$ cat src/rtl/guard_map.svh
// Offsets, edge counts and timing figures of the write-guard block
`ifndef GUARD_MAP_SVH
`define GUARD_MAP_SVH

`define CLK_PERIOD_NS      50
`define PROG_TIME_NS       4000000
`define PROG_CYCLES        (`PROG_TIME_NS / `CLK_PERIOD_NS)
`define LATCH_DECIDE_EDGE  16'h0007
`define OPCODE_EDGES       16'h0008
`define STATUS_FIRE_EDGE   16'h0010
`define ARRAY_FIRST_EDGE   16'h0020
`define SET_LATCH_OPCODE   8'h06
`define CLR_LATCH_OPCODE   8'h04
`define STATUS_WRITE_OPC   8'h01
`define STATUS_READ_OPC    8'h03
`define ARRAY_WRITE_OPC    8'h02
`define LATCH_RESET        1'b0

`endif

$ cat src/rtl/guard_pkg.sv
// Types shared by the write-guard block
package guard_pkg;

    typedef enum logic [1:0] {PH_IDLE, PH_OPCODE, PH_BODY} phase_t;

    typedef struct packed {
        logic cs_low;
        logic sck;
        logic si;
    } serial_pins_t;

    typedef struct packed {
        phase_t      phase;
        logic        sck_prev;
        logic        cs_prev;
        logic [7:0]  opcode;
        logic [15:0] edges;
        logic        latch;
        logic        busy;
        logic        start;
        logic        start_status;
        logic        rejected;
    } guard_state_t;

    typedef struct packed {
        logic [23:0] count;
        logic        running;
        logic        done;
    } timer_state_t;

endpackage : guard_pkg

$ cat src/rtl/program_timer.sv
// Self-timed program cycle counter
`timescale 1ns/1ns
module program_timer #(
    parameter int unsigned CYCLES = 80000
) (
    input  wire logic clk,
    input  wire logic rstn,
    input  wire logic start,
    output logic      done
);
    guard_pkg::timer_state_t s;
    guard_pkg::timer_state_t next_s;

    // Load on start, count down, pulse done at zero
    always_comb
    begin
        next_s = s;
        next_s.done = 1'b0;
        if (start)
        begin
            next_s.count = 24'(CYCLES - 1);
            next_s.running = 1'b1;
        end
        else if (s.running)
        begin
            if (s.count == 24'h00_0000)
            begin
                next_s.running = 1'b0;
                next_s.done = 1'b1;
            end
            else
            begin
                next_s.count = s.count - 24'h00_0001;
            end
        end
    end

    // State register
    always_ff @(posedge clk or negedge rstn)
    begin
        if (!rstn)
            s <= '0;
        else
            s <= next_s;
    end

    assign done = s.done;
endmodule : program_timer

$ cat src/rtl/eeprom_write_guard_cancel.sv
// Write-guard and command-cancel control of a serial EEPROM
`timescale 1ns/1ns
`include "guard_map.svh"
module eeprom_write_guard_cancel #(
    parameter int unsigned PROG_CYCLES  = `PROG_CYCLES,
    parameter logic [7:0]  SET_OPC      = `SET_LATCH_OPCODE,
    parameter logic [7:0]  CLR_OPC      = `CLR_LATCH_OPCODE,
    parameter logic [7:0]  STAT_WR_OPC  = `STATUS_WRITE_OPC,
    parameter logic [7:0]  STAT_RD_OPC  = `STATUS_READ_OPC,
    parameter logic [7:0]  ARRAY_WR_OPC = `ARRAY_WRITE_OPC
) (
    input  wire logic                    clk,
    input  wire logic                    rstn,
    input  wire guard_pkg::serial_pins_t pins,
    input  wire logic                    low_supply_lockout,
    output logic                         write_latch,
    output logic                         program_busy,
    output logic                         write_start,
    output logic                         write_is_status,
    output logic                         command_rejected
);
    guard_pkg::guard_state_t s;
    guard_pkg::guard_state_t next_s;
    logic                    timer_done;
    logic                    sck_rise;
    logic                    cs_rise;
    logic                    selected;
    logic                    can_write;
    logic [6:0]              first_seven;
    logic [7:0]              full_opcode;

    ////////////////////////////////////////////////////////////////////////////
    // Edge detection on the sampled pins
    assign selected    = ~pins.cs_low;
    assign sck_rise    = pins.sck & ~s.sck_prev;
    assign cs_rise     = pins.cs_low & ~s.cs_prev;
    assign first_seven = {s.opcode[5:0], pins.si};
    assign full_opcode = {s.opcode[6:0], pins.si};
    assign can_write   = s.latch & ~low_supply_lockout & ~s.busy;

    ////////////////////////////////////////////////////////////////////////////
    // Command decode and write guard
    always_comb
    begin
        next_s = s;
        next_s.start = 1'b0;
        next_s.rejected = 1'b0;
        next_s.sck_prev = pins.sck;
        next_s.cs_prev = pins.cs_low;
        // End of the program cycle frees the guard; a release in this same cycle still sees busy and is refused
        if (timer_done)
            next_s.busy = 1'b0;
        if (!selected)
        begin
            // Select rise decides whether a pending write fires
            if (cs_rise && s.phase == guard_pkg::PH_BODY)
            begin
                if (s.opcode == STAT_WR_OPC && s.edges == `STATUS_FIRE_EDGE)
                begin
                    next_s.start = can_write;
                    next_s.start_status = 1'b1;
                    next_s.rejected = ~can_write;
                end
                else if (s.opcode == ARRAY_WR_OPC && s.edges >= `ARRAY_FIRST_EDGE
                         && s.edges[2:0] == 3'h0)
                begin
                    next_s.start = can_write;
                    next_s.start_status = 1'b0;
                    next_s.rejected = ~can_write;
                end
                if (can_write && (next_s.start))
                    next_s.busy = 1'b1;
            end
            // Abandon anything partially received
            next_s.phase = guard_pkg::PH_IDLE;
            next_s.edges = 16'h0000;
            next_s.opcode = 8'h00;
        end
        else
        begin
            if (s.phase == guard_pkg::PH_IDLE)
                next_s.phase = guard_pkg::PH_OPCODE;
            if (sck_rise)
            begin
                next_s.edges = s.edges + 16'h0001;
                if (s.edges < `OPCODE_EDGES)
                    next_s.opcode = full_opcode;
                // Seventh edge commits latch commands
                if (s.edges == `LATCH_DECIDE_EDGE - 16'h0001)
                begin
                    if (first_seven == SET_OPC[7:1] || first_seven == CLR_OPC[7:1])
                    begin
                        if (s.busy)
                            next_s.rejected = 1'b1;
                        else
                            next_s.latch = (first_seven == SET_OPC[7:1]);
                    end
                end
                if (s.edges == `OPCODE_EDGES - 16'h0001)
                begin
                    next_s.phase = guard_pkg::PH_BODY;
                    if (s.busy && full_opcode != STAT_RD_OPC)
                        next_s.rejected = 1'b1;
                end
            end
        end
    end

    ////////////////////////////////////////////////////////////////////////////
    // State register; latch starts clear
    always_ff @(posedge clk or negedge rstn)
    begin
        if (!rstn)
        begin
            s <= '0;
            s.latch <= `LATCH_RESET;
            s.cs_prev <= 1'b1; // Idle select level, no false rise after reset
        end
        else
        begin
            s <= next_s;
        end
    end

    ////////////////////////////////////////////////////////////////////////////
    // Program cycle timer
    program_timer #(
        .CYCLES (PROG_CYCLES)
    ) u_timer (
        .clk   (clk),
        .rstn  (rstn),
        .start (s.start),
        .done  (timer_done)
    );

    // Outputs straight from state flops
    assign write_latch      = s.latch;
    assign program_busy     = s.busy;
    assign write_start      = s.start;
    assign write_is_status  = s.start_status;
    assign command_rejected = s.rejected;
endmodule : eeprom_write_guard_cancel

$ cat config.mk
export PLATFORM = sky130hd
export DESIGN_NAME = eeprom_write_guard_cancel
export DESIGN_NICKNAME = d
export VERILOG_FILES = /design/src/rtl/guard_pkg.sv /design/src/rtl/program_timer.sv /design/src/rtl/eeprom_write_guard_cancel.sv
export VERILOG_INCLUDE_DIRS = /design/src /design/src/rtl
export SDC_FILE = /design/constraint.sdc
export NUM_CORES = 1
export LEC_CHECK = 0
export BUFFER_PORTS_ARGS = -buffer_cell sky130_fd_sc_hd__buf_2
export CAP_MARGIN = 20
export CORE_UTILIZATION = 65
export DETAILED_ROUTE_END_ITERATION = 8
export PLACE_DENSITY = 0.83
export REMOVE_ABC_BUFFERS = 1
export SLEW_MARGIN = 20
export SYNTH_ARGS = -nofsm -noshare
export SYNTH_HDL_FRONTEND = slang
export SYNTH_SLANG_ARGS = --single-unit
$ cat constraint.sdc
create_clock -name clk -period 3.7 [get_ports clk]
set_clock_uncertainty 0.1 [all_clocks]
set_input_delay 0.925 -clock clk [delete_from_list [all_inputs] [get_ports clk]]
set_output_delay 0.925 -clock clk [all_outputs]
set_load 0.02 [all_outputs]
==> results of run 1 <==
[worst paths after layout]
path / end / slack, ns / from / depth (start not counted)
setup / recovery: u_timer.s[23] / 1.18 / u_timer.s[2] / 7
hold / removal: program_busy / 0.40 / u_timer.done / 2
setup reg to reg: u_timer.s[23] / 1.18 / u_timer.s[2] / 7
hold reg to reg: program_busy / 0.40 / u_timer.done / 2
max in group asynchronous: s[29] / 2.23 / rstn / 2
min in group asynchronous: first_seven[1] / 0.41 / rstn / 1
[routing by layer]
metal,part of all wire,vias up,global-route usage
li1,-,1116,-
met1,0.48,1069,0.334
met2,0.48,24,0.394
met4,0.011,0,0.133
met3,0.022,6,0.0519
met5,0,-,0
[power by group through the flow]
stage,sequential (mW),clock (mW),combinational (mW)
2_1_floorplan,0.664,0,0.0139
3_3_place_gp,0.664,0,0.0368
3_5_place_dp,0.664,0,0.0375
4_1_cts,0.652,0.494,0.0377
5_1_grt,0.653,0.517,0.0427
6_report,0.653,0.482,0.0369
[cells in the final DEF (no fill, tap or decap), types with 8 or more instances in the layout]
| master | count |
|---|---|
| sky130_fd_sc_hd__nand2_1 | 17 |
| sky130_fd_sc_hd__clkbuf_8 | 9 |
| sky130_fd_sc_hd__nor2_1 | 35 |
| sky130_fd_sc_hd__xnor2_1 | 8 |
| sky130_fd_sc_hd__a21oi_1 | 12 |
| sky130_fd_sc_hd__mux2i_1 | 12 |
| sky130_fd_sc_hd__nor3_1 | 12 |
| sky130_fd_sc_hd__nand4_1 | 8 |
| sky130_fd_sc_hd__o21ai_0 | 10 |
| sky130_fd_sc_hd__o31ai_1 | 10 |
| sky130_fd_sc_hd__nand3_1 | 12 |
| sky130_fd_sc_hd__dfrtp_1 | 58 |
| sky130_fd_sc_hd__or3_1 | 10 |
| sky130_fd_sc_hd__xor2_1 | 8 |
| sky130_fd_sc_hd__buf_2 | 10 |
[registers in the layout (all words and copies together) (netlist names)]
register          flops
s                    21
first_seven           6
u_timer.done          1
write_latch           1
program_busy          1
u_timer.s            25
full_opcode           1
write_is_status       1
command_rejected      1
write_start           1
[worst max-delay path, stage by stage (launching register included)]
cell	delay (ns)
sky130_fd_sc_hd__dfrtp_1	0.39
sky130_fd_sc_hd__inv_1	0.09
sky130_fd_sc_hd__ha_1	0.17
sky130_fd_sc_hd__nor2b_1	0.20
sky130_fd_sc_hd__nand3_1	0.26
sky130_fd_sc_hd__o311ai_2	0.73
sky130_fd_sc_hd__nor4_1	0.13
sky130_fd_sc_hd__mux2_1	0.33
[per-stage QoR]
step,setup WS (ns),util
floorplan,1.05,-
global placement,1.17,0.706
detailed placement,1.07,0.706
CTS,1.20,0.743
global route,0.906,0.743
finish,1.18,0.743
[logic make-up (layout without fill, tap and decap cells)]
group / count (synthesis) / after routing / synth area share
xor gates and xnor gates: 16 / 16 / 0.0467
buffers and inverters: 14 / 35 / 0.0204
AOI/OAI and AO/OA: 43 / 43 / 0.0952
DFF: 59 / 59 / 0.493
muxes: 14 / 14 / 0.0476
and+or+nand+nor: 146 / 146 / 0.280
adders and majority gates: 4 / 4 / 0.0167
[area by class of cell]
cell class	count	area [µm²]
Sequential cell	59	1480
Multi-Input combinational cell	223	1460
Fill cell	301	1130
Clock buffer	10	128
Timing Repair Buffer	13	72.6
Tap cell	52	65.1
Clock inverter	6	32.5
Inverter	6	22.5
==> qor.log, run 1 <==
[yosys] number of instances in the synthesized netlist 296
[clocking] Clock Sink Count 59
[setup_path] Critical Path Sink Type register
[sta] Worst Max-Slew Pin Slew 0.745 ns
[yosys] Async SR Flop Fraction 1.00
[layout] fraction of layout instances using a drive strength above 1 0.148
[setup_path] Data arrival, critical path 2.63 ns
[clocking] Max clock buf depth 2
[power] net switching power of the design 0.275 mW
[clocking] clock tree from TritonCTS yes
[layout] Final nets 322
[setup_path] highest fanout seen on the critical path 12
[yosys] post-synthesis cell type with the largest combined area sky130_fd_sc_hd__dfrtp_1
[power] proportion of total power due to net switching 0.234
[die] effective utilization at floorplan 0.684
[yosys] Synth warnings 0
[placement] port buffer count 10
[die] placeable core region 4380 µm²
[yosys] Post-synth EDFFs 0
[sta] max_slew headroom 0.503
[routing] total wire length 5520 µm
[layout] area added between synthesis and finish 8.64%
[grt] via count of the first global-routing pass 2105
[die] vertical die dimension 69.9 µm
[placement] half-perimeter wire length after detailed placement 3640 µm
[clocking] clock root cell sky130_fd_sc_hd__clkbuf_8
[power] leak pwr 1.54 nW
[layout] diode insertion count for antenna repair 0
[sta] Hold Violations, Final 0
[sta] setup TNS 0 ns
[yosys] area share of the leading cell type in the synthesized netlist 0.484
[power] Internal Power 0.897 mW
[power] sequential cell fraction of total power 0.557
[clocking] clock latency at the later pin of the worst-skew pair 0.33 ns
[die] Top Ports 11
[clocking] post_cts resized 0
[yosys] most used flip-flop cell after synthesis sky130_fd_sc_hd__dfrtp_1
[routing] Routed Antenna Nets 0
[status] result of the run completed
[sta] worst-case hold slack 0.401 ns
[routing] average wire length per cell after detail routing 15.0 µm
[power] share of total power in combinational logic 0.031
[sta] setup repair after global routing missed its margin no
[routing] number of vias per cell after detailed routing 6.00
[die] overall die width 69.9 µm
[die] full die area 4890 µm²
[yosys] most instantiated library cell after synthesis sky130_fd_sc_hd__dfrtp_1
[yosys] fraction of the yosys area taken by sequential cells 0.493
[yosys] per-instance average area after synthesis 10.1 µm²
[power] Clk network pwr share 0.411
[setup_path] crit start category register
[placement] final weighted congestion of routability-driven global placement 0.759
[yosys] number of distinct library cells after synthesis 52
[placement] placed instance count 353
[die] standard-cell row count 24
[grt] maximum number of pins on one net before global-route repair 42
[power] peak ir drop on the vdd network 0.294 mV
[routing] Initial DRC Count 127
[flow_run] number of violations of the max-capacitance limit 0
[sta] final period demand of the worst path 2.52 ns
[worst_hold_path] worst hold-check path type register to register
[grt] Overflow after GRT 0
[setup_path] worst setup path class register to register
[routing] first-pass iteration count of the detailed router 4
[grt] overall routing resource usage 0.253
[setup_path] Worst Path Required 3.81 ns
[layout] fin area 3260 µm²
[sta] share of the clock period used by the worst path after layout 0.681
[routing] vias post-DR 2215
[clocking] clock slew seen by the registers of the worst setup and hold paths 0.07 ns
[placement] area after detailed placement 3100 µm²
[grt] first-pass GRT wire length 9620 µm
[clocking] total number of H-tree levels 3
[sta] fmax 0.397 GHz
[clocking] Post CTS Setup Buffer Count 0
[power] total power of the final layout 1.17 mW
[yosys] flip-flop and latch count after synthesis 59
[grt] antenna violations before repair 0
[routing] number of design rule violations left after detail routing 0
[clocking] number of hold buffers added after cts 0
[layout] final instance count without filler cells 369
[sta] final number of setup-violating endpoints 0
[sta] number of max-slew violations in the final report 0
[yosys] Synth Cell Area 3000 µm²
[yosys] cells taking the most area after synthesis sky130_fd_sc_hd__dfrtp_1 (48%), sky130_fd_sc_hd__nor2_1 (4.4%), sky130_fd_sc_hd__mux2i_1 (4.0%)
[power] power per cell area 360 nW/µm²
[yosys] top post-synthesis cells by count sky130_fd_sc_hd__dfrtp_1 (58), sky130_fd_sc_hd__nor2_1 (35), sky130_fd_sc_hd__nand2_1 (17)
[clocking] CTS buffer count 9
Power figures use the tool's default switching activity.
==> inputs of run 2 (changes only) <==
Settings changed: CORE_UTILIZATION 65 to 55, PLACE_DENSITY 0.83 to 0.75.
Clock period 3.7 ns to 2 ns, I/O delays scaled along.
==> qor.log, run 2 (synthesized netlist as in run 1, its figures left out) <==
[status] result of the run finished, violations left
[status] violated checks negative setup slack
[clocking] clock slew seen by the registers of the worst setup and hold paths 0.07 ns [about the same]
[die] full die area 5750 µm² [+18%]
[power] Clk network pwr share 0.423 [+0.012]
[layout] end-of-flow core utilization 0.761 [+0.0181]
[power] proportion of total power due to net switching 0.237 [+0.00261]
[grt] via count of the first global-routing pass 2498 [+19%]
[worst_hold_path] worst hold-check path type input pin to async pin
[routing] Routed Antenna Nets 0 [unchanged]
[sta] number of max-slew violations in the final report 0 [unchanged]
[clocking] clock root cell sky130_fd_sc_hd__clkbuf_8
[power] power per cell area 565 nW/µm² [+57%]
[layout] commonest non-fill, non-tap cells in the layout sky130_fd_sc_hd__dfrtp_1 (56), sky130_fd_sc_hd__buf_4 (54), sky130_fd_sc_hd__nor2_1 (34)
[flow_run] number of violations of the max-capacitance limit 0 [unchanged]
[power] total power of the final layout 2.22 mW [+90%]
[layout] final instance count without filler cells 443 [+20%]
[setup_path] library cell appearing most often on the critical path sky130_fd_sc_hd__or3_4
[power] Internal Power 1.70 mW [+89%]
[die] overall die width 75.8 µm [+8.5%]
[sta] final period demand of the worst path 2.06 ns [-0.457 ns]
[clocking] clock latency at the later pin of the worst-skew pair 0.34 ns [about the same]
[routing] vias post-DR 2496 [+13%]
[layout] fraction of layout instances using a drive strength above 1 0.354 [+0.206]
[setup_path] Data arrival, critical path 2.23 ns [-0.40 ns]
[sta] setup repair after global routing missed its margin yes
[clocking] number of hold buffers added after cts 0 [unchanged]
[power] share of total power in combinational logic 0.034 [+0.003]
[setup_path] highest fanout seen on the critical path 5 [-7]
[setup_path] worst setup path class register to register
[setup_path] crit start category register
[sta] fmax 0.485 GHz [+22%]
[setup_path] Worst Path Required 2.17 ns [-1.64 ns]
[routing] total wire length 6660 µm [+21%]
[grt] overall routing resource usage 0.258 [+0.00534]
[routing] number of design rule violations left after detail routing 0 [unchanged]
[layout] fin area 3940 µm² [+21%]
[sta] final number of setup-violating endpoints 2 [+2]
[setup_path] worst stage delay on the critical path 0.43 ns [-0.30 ns]
[layout] area added between synthesis and finish 31.3%
[power] sequential cell fraction of total power 0.543 [-0.014]
[die] Top Ports 11 [unchanged]
[grt] Overflow after GRT 0 [unchanged]
[routing] first-pass iteration count of the detailed router 4 [unchanged]
[routing] average wire length per cell after detail routing 15.0 µm [+0.56%]
[placement] final weighted congestion of routability-driven global placement 0.815 [+7.5%]
[setup_path] Worst R2R Setup Slack -0.06 ns [-1.24 ns]
[power] leak pwr 1.90 nW [+24%]
[sta] Setup WS post-layout -0.0609 ns [-1.24 ns]
[setup_path] worst reg-to-reg path cell count 5 [-2]
[placement] placed instance count 419 [+19%]
[power] net switching power of the design 0.527 mW [+92%]
[routing] number of vias per cell after detailed routing 5.63 [-6.1%]
[die] effective utilization at floorplan 0.580 [-0.104]
[grt] maximum number of pins on one net before global-route repair 60 [+43%]
[sta] max_slew headroom 0.723 [+0.220]
[setup_path] Max stage delay cell, worst path sky130_fd_sc_hd__dfrtp_1
[clocking] total number of H-tree levels 3 [unchanged]
[grt] antenna violations before repair 0 [unchanged]
[clocking] Max clock buf depth 2 [unchanged]
[clocking] clock tree from TritonCTS yes
[placement] area after detailed placement 3490 µm² [+13%]
[layout] Biggest register u_timer.s
[sta] Worst Max-Slew Pin Slew 0.416 ns [-0.329 ns]
[grt] first-pass GRT wire length 10900 µm [+13%]
[setup_path] CP startpoint u_timer.s[11]
[setup_path] startpoint of the most critical register-to-register path u_timer.s[11]
[layout] flip-flop count of the largest register after layout 25 [unchanged]
[power] peak ir drop on the vdd network 0.442 mV [+50%]
[setup_path] worst setup path endpoint u_timer.s[17]
[setup_path] critical path, cell by cell or3_4 > or2_4 > or3_4 > or3_4 > a21oi_2
[die] placeable core region 5170 µm² [+18%]
[layout] most common cell after layout, fill and taps aside sky130_fd_sc_hd__dfrtp_1
[die] vertical die dimension 75.8 µm [+8.5%]
[placement] half-perimeter wire length after detailed placement 4230 µm [+16%]
[sta] Hold Violations, Final 0 [unchanged]
[setup_path] Critical Path Sink Type register
[routing] Initial DRC Count 142 [+12%]
[layout] Final nets 379 [+18%]
[clocking] CTS buffer count 9 [unchanged]
[layout] diode insertion count for antenna repair 0 [unchanged]
[die] standard-cell row count 26 [+8.3%]
[clocking] Clock Sink Count 59 [unchanged]
[placement] port buffer count 10 [unchanged]
[layout] count of filler cells inserted in the layout 337 [+12%]
[sta] share of the clock period used by the worst path after layout 1.03 [+0.350]
[setup_path] worst reg2reg path endpoint u_timer.s[17]
[run 2: cell types whose count changed in the layout (fill, tap and decap cells not counted), moves of 3 or more]
| cell | delta |
|---|---|
| sky130_fd_sc_hd__buf_4 | +51 |
| sky130_fd_sc_hd__nor3_2 | +3 |
| sky130_fd_sc_hd__nor3_1 | -4 |
| sky130_fd_sc_hd__buf_6 | +5 |
| sky130_fd_sc_hd__nor4_4 | +3 |
| sky130_fd_sc_hd__nor4_1 | -4 |
| sky130_fd_sc_hd__or4_4 | +3 |
[run 2: cell type report]
class,instances,area [µm²],share of cell area
clock buffers,10,138,0.0350
inverters,6,22.5,0.00572
multi-input cells,223,1650,0.418
clock inverters,5,30.0,0.00763
flip-flops and latches,59,1480,0.376
well taps,70,87.6,0.0223
repair buffers,70,532,0.135
[run 2: per-stage QoR]
step	setup TNS, ns	worst slack [ns]	hold slack (ns)
2_1_floorplan	-0.748	-0.288	0.104
3_3_place_gp	-0.118	-0.0788	0.375
3_5_place_dp	-0.782	-0.142	0.384
4_1_cts	-0.0120	-0.0120	0.0624
5_1_grt	-0.746	-0.118	0.0764
6_report	-0.111	-0.0609	0.0572
[run 2: metal layers]
metal,wire length (µm),global-route usage,share of wire,vias up
met4,152,0.128,0.023,0
met1,2960,0.312,0.44,1216
met3,175,0.0503,0.026,15
li1,-,-,-,1231
met2,3370,0.441,0.51,34
met5,0,0,0,-
[run 2: worst max-delay path: cells and delay by family, from the launching register on]
family	cells	cell delay, ns
simple gates	4	1.33
flops	1	0.43
compound gates	1	0.13
[run 2: how the worst min path moves through the flow]
stage / start / to / slack, ns / depth (start not counted)
2_1_floorplan: rstn / command_rejected / 0.10 / 0
3_3_place_gp: s[32] / s[32] / 0.37 / 2
3_5_place_dp: s[32] / s[32] / 0.38 / 2
4_1_cts: rstn / s[14] / 0.06 / 2
5_1_grt: rstn / first_seven[3] / 0.08 / 2
6_report: rstn / s[7] / 0.06 / 2
[run 2: timing repair]
action | 4_1_cts | 5_1_grt
pin swaps | 6 | 6
gates resized for setup | 21 | 25
setup endpoints to repair | 15 | 23
buffers inserted | 3 | 7
[run 2: power groups by stage]
stage               clock (mW)  sequential [mW]  combinational [mW]
floorplan                    0             1.23              0.0258
global placement             0             1.23              0.0765
detailed placement           0             1.23              0.0764
CTS                      0.962             1.21              0.0776
global route              1.01             1.21              0.0864
finish                   0.939             1.21              0.0759
